==> src/mtsr_pkg.sv <==
// constants for the machine trap state registers
package mtsr_pkg;
    localparam int unsigned MACHINE_REGISTER_WIDTH = 64;
    localparam int unsigned CODE_W                 = 6;
    localparam int unsigned IRQ_W                  = 7;
    localparam int unsigned EXC_W                  = 13;
    localparam logic [11:0] CSR_MACHINE_SCRATCH    = 12'h340;
    localparam logic [11:0] CSR_MACHINE_TRAP_PC    = 12'h341;
    localparam logic [11:0] CSR_MACHINE_TRAP_CAUSE = 12'h342;
    localparam int unsigned INT_BIT                = MACHINE_REGISTER_WIDTH - 1;
    typedef logic [MACHINE_REGISTER_WIDTH-1:0] mtsr_word_t;
    typedef logic [CODE_W-1:0]                 mtsr_code_t;
    // csr operation
    typedef enum logic [3:0] {
        MTSR_OP_NONE  = 4'h1,
        MTSR_OP_WRITE = 4'h2,
        MTSR_OP_SET   = 4'h4,
        MTSR_OP_CLEAR = 4'h8
    } mtsr_op_e;
    // interrupt codes
    localparam mtsr_code_t IRQ_SUPERVISOR_SOFTWARE = 6'h01;
    localparam mtsr_code_t IRQ_MACHINE_SOFTWARE    = 6'h03;
    localparam mtsr_code_t IRQ_SUPERVISOR_TIMER    = 6'h05;
    localparam mtsr_code_t IRQ_MACHINE_TIMER       = 6'h07;
    localparam mtsr_code_t IRQ_SUPERVISOR_EXTERNAL = 6'h09;
    localparam mtsr_code_t IRQ_MACHINE_EXTERNAL    = 6'h0B;
    localparam mtsr_code_t IRQ_COUNTER_OVERFLOW    = 6'h0D;
    // exception codes
    localparam mtsr_code_t EXC_INSTR_MISALIGNED    = 6'h00;
    localparam mtsr_code_t EXC_INSTR_ACCESS        = 6'h01;
    localparam mtsr_code_t EXC_ILLEGAL_INSTR       = 6'h02;
    localparam mtsr_code_t EXC_BREAKPOINT          = 6'h03;
    localparam mtsr_code_t EXC_LOAD_MISALIGNED     = 6'h04;
    localparam mtsr_code_t EXC_LOAD_ACCESS         = 6'h05;
    localparam mtsr_code_t EXC_STORE_MISALIGNED    = 6'h06;
    localparam mtsr_code_t EXC_STORE_ACCESS        = 6'h07;
    localparam mtsr_code_t EXC_ECALL_USER          = 6'h08;
    localparam mtsr_code_t EXC_ECALL_SUPERVISOR    = 6'h09;
    localparam mtsr_code_t EXC_ECALL_MACHINE       = 6'h0B;
    localparam mtsr_code_t EXC_INSTR_PAGE          = 6'h0C;
    localparam mtsr_code_t EXC_LOAD_PAGE           = 6'h0D;
    localparam mtsr_code_t EXC_STORE_PAGE          = 6'h0F;
    localparam mtsr_code_t EXC_SOFTWARE_CHECK      = 6'h12;
    localparam mtsr_code_t EXC_HARDWARE_ERROR      = 6'h13;
    // irq request bit positions, highest priority first
    localparam int unsigned IRQ_MEI = 0;
    localparam int unsigned IRQ_MSI = 1;
    localparam int unsigned IRQ_MTI = 2;
    localparam int unsigned IRQ_SEI = 3;
    localparam int unsigned IRQ_SSI = 4;
    localparam int unsigned IRQ_STI = 5;
    localparam int unsigned IRQ_LCO = 6;
    // exception request bit positions, highest priority first
    localparam int unsigned X_IBRK   = 0;
    localparam int unsigned X_IPAGE  = 1;
    localparam int unsigned X_IACC   = 2;
    localparam int unsigned X_ILL    = 3;
    localparam int unsigned X_IMIS   = 4;
    localparam int unsigned X_ECALL  = 5;
    localparam int unsigned X_EBRK   = 6;
    localparam int unsigned X_DBRK   = 7;
    localparam int unsigned X_DMIS   = 8;
    localparam int unsigned X_DPAGE  = 9;
    localparam int unsigned X_DACC   = 10;
    localparam int unsigned X_SWCHK  = 11;
    localparam int unsigned X_HWERR  = 12;
    // privilege of the caller for environment calls
    localparam logic [1:0] PRIV_USER       = 2'h0;
    localparam logic [1:0] PRIV_SUPERVISOR = 2'h1;
    localparam logic [1:0] PRIV_MACHINE    = 2'h3;
endpackage : mtsr_pkg

==> src/mtsr_machine_trap_state_regs.sv <==
`timescale 1ns/100ps
// machine trap state registers: scratch, trap pc and trap cause
//
// Contract
// - scratch register freely read and written
// - trap pc bit zero always reads zero
// - fixed 32-bit alignment clears both low bits
// - switchable alignment masks bit one on read
// - trap return reads masked pc too
// - masked bit one still stores writes
// - trap pc holds every valid address
// - trap entry loads faulting instruction address
// - hardware writes pc/cause only on trap
// - trap entry writes cause code
// - top bit marks interrupt, low bits code
// - unsupported codes need not be kept
// - loads use load codes, stores store codes
// - codes 11,12,13,15 for ecall and page faults
// - 18 software check, 19 hardware error
// - interrupt code 13 is counter overflow
// - only highest priority exception recorded
// - fixed synchronous exception priority order
// - fixed interrupt priority order
module mtsr_machine_trap_state_regs
    import mtsr_pkg::*;
#(
    parameter bit FIXED_ALIGN32 = 1'b0, // only 32-bit alignment supported
    parameter bit DMIS_FIRST    = 1'b1  // data misalign ranks above data faults
) (
    input  wire logic             clk_i,
    input  wire logic             rstn_i,
    // csr access port
    input  wire logic             csr_en_i,
    input  wire logic [11:0]      csr_addr_i,
    input  wire mtsr_op_e         csr_op_i,
    input  wire mtsr_word_t       csr_wdata_i,
    output mtsr_word_t            csr_rdata_o,
    output logic                  csr_hit_o,
    // alignment mode from isa control
    input  wire logic             align32_i,
    // trap entry
    input  wire logic             trap_i,
    input  wire mtsr_word_t       trap_pc_i,
    input  wire logic [IRQ_W-1:0] irq_req_i,
    input  wire logic [EXC_W-1:0] exc_req_i,
    input  wire logic             data_store_i,
    input  wire logic [1:0]       ecall_priv_i,
    // values seen by the core
    output mtsr_word_t            return_pc_o,
    output mtsr_word_t            cause_o,
    output logic                  trap_taken_o
);
    mtsr_word_t scratch_q;
    mtsr_word_t pc_q;
    mtsr_word_t cause_q;
    mtsr_word_t scratch_d;
    mtsr_word_t pc_d;
    mtsr_word_t cause_d;
    logic       scratch_we;
    logic       pc_we;
    logic       cause_we;
    logic       align32;
    mtsr_word_t trap_cause;
    logic       code_ok;
    logic       sel_scratch;
    logic       sel_pc;
    logic       sel_cause;
    logic       csr_wr;
    mtsr_word_t pc_read;

    // apply csr operation to an old value
    function automatic mtsr_word_t csr_apply(input mtsr_op_e op, input mtsr_word_t old,
                                             input mtsr_word_t wd);
        unique case (op)
            MTSR_OP_WRITE: csr_apply = wd;
            MTSR_OP_SET:   csr_apply = old | wd;
            MTSR_OP_CLEAR: csr_apply = old & ~wd;
            MTSR_OP_NONE:  csr_apply = old;
            default:       csr_apply = old;
        endcase
    endfunction : csr_apply

    // read view of the trap pc under the current alignment
    function automatic mtsr_word_t pc_view(input mtsr_word_t v, input logic a32);
        mtsr_word_t r;
        r    = v;
        r[0] = 1'b0;
        if (a32) begin
            r[1] = 1'b0;
        end
        pc_view = r;
    endfunction : pc_view

    // is this code one that the cause field keeps
    function automatic logic supported(input logic intr, input mtsr_code_t c);
        if (intr) begin
            supported = (c == IRQ_SUPERVISOR_SOFTWARE) || (c == IRQ_MACHINE_SOFTWARE) ||
                        (c == IRQ_SUPERVISOR_TIMER) || (c == IRQ_MACHINE_TIMER) ||
                        (c == IRQ_SUPERVISOR_EXTERNAL) || (c == IRQ_MACHINE_EXTERNAL) ||
                        (c == IRQ_COUNTER_OVERFLOW);
        end else begin
            supported = (c <= EXC_ECALL_SUPERVISOR) || (c == EXC_ECALL_MACHINE) ||
                        (c == EXC_INSTR_PAGE) || (c == EXC_LOAD_PAGE) ||
                        (c == EXC_STORE_PAGE) || (c == EXC_SOFTWARE_CHECK) ||
                        (c == EXC_HARDWARE_ERROR);
        end
    endfunction : supported

    // load or store flavour of a data fault code
    function automatic mtsr_code_t data_code(input logic store, input mtsr_code_t ld_code,
                                             input mtsr_code_t st_code);
        data_code = store ? st_code : ld_code;
    endfunction : data_code

    // one-hot decode of a csr address: {cause, trap pc, scratch}
    function automatic logic [2:0] csr_decode(input logic [11:0] a);
        logic hit_scratch;
        logic hit_pc;
        logic hit_cause;
        hit_scratch = (a == CSR_MACHINE_SCRATCH);
        hit_pc      = (a == CSR_MACHINE_TRAP_PC);
        hit_cause   = (a == CSR_MACHINE_TRAP_CAUSE);
        csr_decode  = {hit_cause, hit_pc, hit_scratch};
    endfunction : csr_decode

    // alignment mode in force
    assign align32 = FIXED_ALIGN32 | align32_i;

    // address decode shared by write enables, read mux and hit flag
    assign {sel_cause, sel_pc, sel_scratch} = csr_decode(csr_addr_i);
    assign csr_wr                           = csr_en_i && (csr_op_i != MTSR_OP_NONE);

    // one masked view of the trap pc, so software reads and the
    // trap return address can never disagree about bit one
    assign pc_read = pc_view(pc_q, align32);

    // interrupt and exception priority selection
    // any pending interrupt outranks every synchronous exception
    always_comb begin
        mtsr_code_t c;
        logic       intr;
        c    = EXC_INSTR_MISALIGNED;
        intr = 1'b0;
        if (|irq_req_i) begin
            intr = 1'b1;
            // fixed order, highest first
            if (irq_req_i[IRQ_MEI]) begin
                c = IRQ_MACHINE_EXTERNAL;
            end else if (irq_req_i[IRQ_MSI]) begin
                c = IRQ_MACHINE_SOFTWARE;
            end else if (irq_req_i[IRQ_MTI]) begin
                c = IRQ_MACHINE_TIMER;
            end else if (irq_req_i[IRQ_SEI]) begin
                c = IRQ_SUPERVISOR_EXTERNAL;
            end else if (irq_req_i[IRQ_SSI]) begin
                c = IRQ_SUPERVISOR_SOFTWARE;
            end else if (irq_req_i[IRQ_STI]) begin
                c = IRQ_SUPERVISOR_TIMER;
            end else begin
                c = IRQ_COUNTER_OVERFLOW;
            end
        end else begin
            // one exception reported, highest first
            if (exc_req_i[X_IBRK]) begin
                c = EXC_BREAKPOINT;
            end else if (exc_req_i[X_IPAGE]) begin
                c = EXC_INSTR_PAGE;
            end else if (exc_req_i[X_IACC]) begin
                c = EXC_INSTR_ACCESS;
            end else if (exc_req_i[X_ILL]) begin
                c = EXC_ILLEGAL_INSTR;
            end else if (exc_req_i[X_IMIS]) begin
                c = EXC_INSTR_MISALIGNED;
            end else if (exc_req_i[X_ECALL]) begin
                // the unused privilege code falls back to machine mode
                unique case (ecall_priv_i)
                    PRIV_USER:       c = EXC_ECALL_USER;
                    PRIV_SUPERVISOR: c = EXC_ECALL_SUPERVISOR;
                    PRIV_MACHINE:    c = EXC_ECALL_MACHINE;
                    default:         c = EXC_ECALL_MACHINE;
                endcase
            end else if (exc_req_i[X_EBRK] || exc_req_i[X_DBRK]) begin
                c = EXC_BREAKPOINT;
            end else if (DMIS_FIRST && exc_req_i[X_DMIS]) begin
                c = data_code(data_store_i, EXC_LOAD_MISALIGNED, EXC_STORE_MISALIGNED);
            end else if (exc_req_i[X_DPAGE]) begin
                c = data_code(data_store_i, EXC_LOAD_PAGE, EXC_STORE_PAGE);
            end else if (exc_req_i[X_DACC]) begin
                c = data_code(data_store_i, EXC_LOAD_ACCESS, EXC_STORE_ACCESS);
            end else if (exc_req_i[X_DMIS]) begin
                // misaligned data ranks after the faults when so configured
                c = data_code(data_store_i, EXC_LOAD_MISALIGNED, EXC_STORE_MISALIGNED);
            end else if (exc_req_i[X_SWCHK]) begin
                c = EXC_SOFTWARE_CHECK;
            end else begin
                c = EXC_HARDWARE_ERROR;
            end
        end
        trap_cause          = '0;
        trap_cause[INT_BIT] = intr;
        trap_cause[CODE_W-1:0] = c;
    end

    // write enables from csr access; a trap also loads pc and cause
    assign scratch_we = csr_wr && sel_scratch;
    assign pc_we      = trap_i || (csr_wr && sel_pc);
    assign cause_we   = trap_i || (csr_wr && sel_cause);
    assign scratch_d  = csr_apply(csr_op_i, scratch_q, csr_wdata_i);

    // trap pc next value; trap entry outranks software write, since the
    // handler must see where the trap hit even if an access raced it;
    // set and clear work on the stored bit one, never the masked view
    always_comb begin
        if (trap_i) begin
            pc_d = trap_pc_i;
        end else begin
            pc_d = csr_apply(csr_op_i, pc_view(pc_q, 1'b0), csr_wdata_i);
        end
        pc_d[0] = 1'b0;
        if (FIXED_ALIGN32) begin
            pc_d[1] = 1'b0;
        end
        // full width kept so every valid address fits
    end

    // cause next value; unsupported software codes clear the code
    // keeping the interrupt bit lets a handler still tell the two kinds apart
    always_comb begin
        mtsr_word_t w;
        w       = csr_apply(csr_op_i, cause_q, csr_wdata_i);
        code_ok = supported(w[INT_BIT], w[CODE_W-1:0]) && (w[INT_BIT-1:CODE_W] == '0);
        if (trap_i) begin
            cause_d = trap_cause;
        end else if (code_ok) begin
            cause_d = w;
        end else begin
            cause_d          = '0;
            cause_d[INT_BIT] = w[INT_BIT];
        end
    end

    // storage words; only csr writes ever reach the scratch word
    mtsr_word_reg u_scratch (
        .clk_i   (clk_i),
        .rstn_i  (rstn_i),
        .we_i    (scratch_we),
        .wdata_i (scratch_d),
        .q_o     (scratch_q)
    );

    mtsr_word_reg u_trap_pc (
        .clk_i   (clk_i),
        .rstn_i  (rstn_i),
        .we_i    (pc_we),
        .wdata_i (pc_d),
        .q_o     (pc_q)
    );

    mtsr_word_reg u_trap_cause (
        .clk_i   (clk_i),
        .rstn_i  (rstn_i),
        .we_i    (cause_we),
        .wdata_i (cause_d),
        .q_o     (cause_q)
    );

    // registered csr read, old value before any write this cycle
    // unmapped addresses answer zero with no hit, so strays stay visible
    always_ff @(posedge clk_i) begin
        if (!rstn_i) begin
            csr_rdata_o <= '0;
            csr_hit_o   <= 1'b0;
        end else begin
            csr_hit_o <= csr_en_i && (sel_scratch || sel_pc || sel_cause);
            if (!csr_en_i) begin
                csr_rdata_o <= '0;
            end else if (sel_scratch) begin
                csr_rdata_o <= scratch_q;
            end else if (sel_pc) begin
                csr_rdata_o <= pc_read;
            end else if (sel_cause) begin
                csr_rdata_o <= cause_q;
            end else begin
                csr_rdata_o <= '0;
            end
        end
    end

    // core-side views, one cycle after the stored value
    // the return address is masked too, so trap return never lands
    // on a half-word target while 32-bit alignment is in force
    always_ff @(posedge clk_i) begin
        if (!rstn_i) begin
            return_pc_o  <= '0;
            cause_o      <= '0;
            trap_taken_o <= 1'b0;
        end else begin
            return_pc_o  <= pc_read;
            cause_o      <= cause_q;
            trap_taken_o <= trap_i;
        end
    end
endmodule : mtsr_machine_trap_state_regs

==> src/mtsr_word_reg.sv <==
`timescale 1ns/100ps
// one machine-width storage register, its output read straight from the stored flops
module mtsr_word_reg
    import mtsr_pkg::*;
(
    input  wire logic       clk_i,
    input  wire logic       rstn_i,
    input  wire logic       we_i,
    input  wire mtsr_word_t wdata_i,
    output mtsr_word_t      q_o
);
    // plain storage, cleared at reset
    always_ff @(posedge clk_i) begin
        if (!rstn_i) begin
            q_o <= '0;
        end else if (we_i) begin
            q_o <= wdata_i;
        end
    end
endmodule : mtsr_word_reg

==> config.mk <==
export PLATFORM = sky130hd
export DESIGN_NAME = mtsr_machine_trap_state_regs
export DESIGN_NICKNAME = d
export VERILOG_FILES = /design/src/mtsr_pkg.sv /design/src/mtsr_machine_trap_state_regs.sv /design/src/mtsr_word_reg.sv
export SDC_FILE = /design/constraint.sdc
export NUM_CORES = 1
export LEC_CHECK = 0
export CORE_MARGIN = 5
export CORE_UTILIZATION = 58
export DETAILED_ROUTE_END_ITERATION = 7
export DONT_BUFFER_PORTS = 1
export PLACE_DENSITY_LB_ADDON = 0.25
export REMOVE_ABC_BUFFERS = 1
export SLEW_MARGIN = 10
export SYNTH_ARGS = -nofsm -noshare
export SYNTH_HDL_FRONTEND = slang
export SYNTH_HIERARCHICAL = 1
export SYNTH_SLANG_ARGS = --single-unit
==> constraint.sdc <==
create_clock -name clk_i -period 3.1 [get_ports clk_i]
set_input_delay 0.62 -clock clk_i [delete_from_list [all_inputs] [get_ports clk_i]]
set_output_delay 0.62 -clock clk_i [all_outputs]
set_load 0.02 [all_outputs]
==> reports/qor.yml <==
critical_path:
  critPathRequiredTime_ns: 3.60
  rr_worst_depth: 10
  cp-start-kind: "input port"
  worstPathArrival_ns: 3.23
  worstReg2RegEnd: "u_trap_cause/q_o[4]"
  worstSetupPathType: "in -> reg"
  cp-end-kind: "flop"
  crit_end: "u_trap_cause/q_o[4]"
  rrSetupSlack_ns: 0.57
  critPathLaunch: "csr_op_i[1]"
  timing.rr.start: "u_trap_cause/q_o[5]"
  worstPathMaxFanout: 67
detailed_routing:
  vias_per_cell: 6.420
  drtIter0Drc: 1712
  ant_nets: 0
  num_vias: 17280
  wl_per_cell_um: 22.82
  first_pass_iters: 6
  routed_wl_mm: 61.40
  drc: 0
place:
  post-place-ws_ns: -0.2050
  dpl-instance-area_um2: 19310
  gp_congestion: 0.8673
  dpl.hpwl_mm: 37.98
  io_buffers: 0
clock_network:
  root_buffer: "clkbuf_16"
  cts_resized: 0
  cts-buffers-inserted: 42
  path_clk_slew_ns: 0.07
  post-cts-setup-buffers: 0
  htree_num_levels: 2
  cts_tree: "yes"
  insertion_delay_ns: 0.56
  clock_path_buffers: 3
  postCtsHoldBufs: 0
  cts_sinks: 384
die:
  design.core.area_um2: 32370
  design.die.area_um2: 36350
  rows: 66
  start_util_pct: 58.47
  fp.dieH_um: 190.7
  num_io_pins: 366
  fp.dieW_um: 190.7
layout:
  num_antenna_cells: 0
  final_common_cell: "dfxtp_1"
  layout_common_cells: "dfxtp_1 (384), a21oi_1 (331), mux2i_1 (206)"
  final_area_um2: 20720
  n_fill_cell: 2750
  fin_nets: 2393
  syn_to_final_growth_pct: 9.486
  drive_above_1_share_pct: 6.892
grt:
  antenna_found_initial: 1
  grt_pass1_wl_mm: 93.07
  grt_overflow: 0
  grt_pass1_vias: 16550
  grt_max_degree: 244
  global_route.usage.total_pct: 31.83
timing:
  hold_slack_ns: 0.2201
  finalHoldViolCount: 0
  setup_viol: 0
  fin_ws_ns: 0.3682
  skew_ns: 0.01985
  report.final.slew_viol_count: 0
  rsz0062_at_grt: "false"
  worst_pin_slew_ns: 1.046
  fmax_ghz: 0.3661
  layout_min_cycle_time_ns: 2.732
  slew-limit-headroom_pct: 30.27
  fin_crit_sh_pct: 88.12
flow_run:
  drv_cap: 0
synth:
  syn-instance-count: 2253
  synth_area_um2: 18930
  synth_area_per_cell_um2: 8.401
  yosysWarnings: 6
hold_path:
  hp-class: "in -> reg"
pwr:
  powerDensity_nw_per_um2: 553.0
  p_leak_nw: 8.039
  peakVddDrop_uv: 403.2
outcome:
  status: "complete, no violations"
worst max-delay path, stage by stage:
cell and delay [ns]:
or4b_2 0.74, and3_1 0.27, a211oi_2 0.19, nand4_1 0.15, nor4_2 0.41, buf_4 0.18
nand4_2 0.14, o31ai_2 0.27, mux2i_1 0.10, nor2b_1 0.10
where the power goes:
| part | leakage, nW | switching [W] | internal [W] | total [W] |
|---|---|---|---|---|
| clock | 0.698 | 0.00203 | 0.00310 | 0.00513 |
| combinational | 4.22 | 0.000558 | 0.000472 | 0.00103 |
| sequential | 3.13 | 0.000212 | 0.00509 | 0.00530 |
| total | 8.04 | 0.00280 | 0.00866 | 0.0115 |
registers in the layout, indices dropped and copies added, names as in the netlist:
register	count
csr_hit_o	1
csr_rdata_o	64
u_trap_cause/q_o	64
u_scratch/q_o	64
cause_o	64
u_trap_pc/q_o	63
return_pc_o	63
trap_taken_o	1
through the flow:
stage	instances	setup TNS, ns	utilization (%)	total power [W]
final	2691	0	64.02	0.01146
after global routing	2691	0	64.02	0.01183
after global placement	2619	-0.4312	59.64	0.006367
after detailed placement	2619	-2.452	59.64	0.006411
after floorplan	2125	-771.15	-	0.006133
after CTS	2691	0	64.02	0.01147
routing by layer:
metal	up-vias	track usage (%)	wire, µm
met5	-	0	13
met4	2	14.03	2555
met3	187	7.360	6385
met2	1012	52.08	28370
met1	8250	40.29	24080
li1	7826	-	-
worst min-delay path by stage:
| stage | start | end | slack (ns) | depth (start not counted) |
|---|---|---|---|---|
| after floorplan | u_trap_pc/q_o[27] | return_pc_o[27] | 0.45 | 2 |
| after global placement | u_trap_pc/q_o[56] | return_pc_o[56] | 0.47 | 2 |
| after detailed placement | u_trap_pc/q_o[37] | return_pc_o[37] | 0.47 | 2 |
| after CTS | csr_addr_i[1] | csr_hit_o | 0.18 | 1 |
| after global routing | csr_addr_i[1] | csr_hit_o | 0.17 | 1 |
| final | rstn_i | cause_o[60] | 0.22 | 1 |
layout make-up:
type | instances | area (µm²) | area share (%)
Tap cell | 442 | 553.0 | 2.669
Timing Repair Buffer | 52 | 490.5 | 2.367
Sequential cell | 384 | 7687 | 37.09
Clock inverter | 11 | 140.1 | 0.6762
Inverter | 117 | 440.4 | 2.125
Clock buffer | 61 | 1276 | 6.158
Multi-Input combinational cell | 1624 | 10140 | 48.91
No activity file was read; power rests on OpenSTA's default activity.
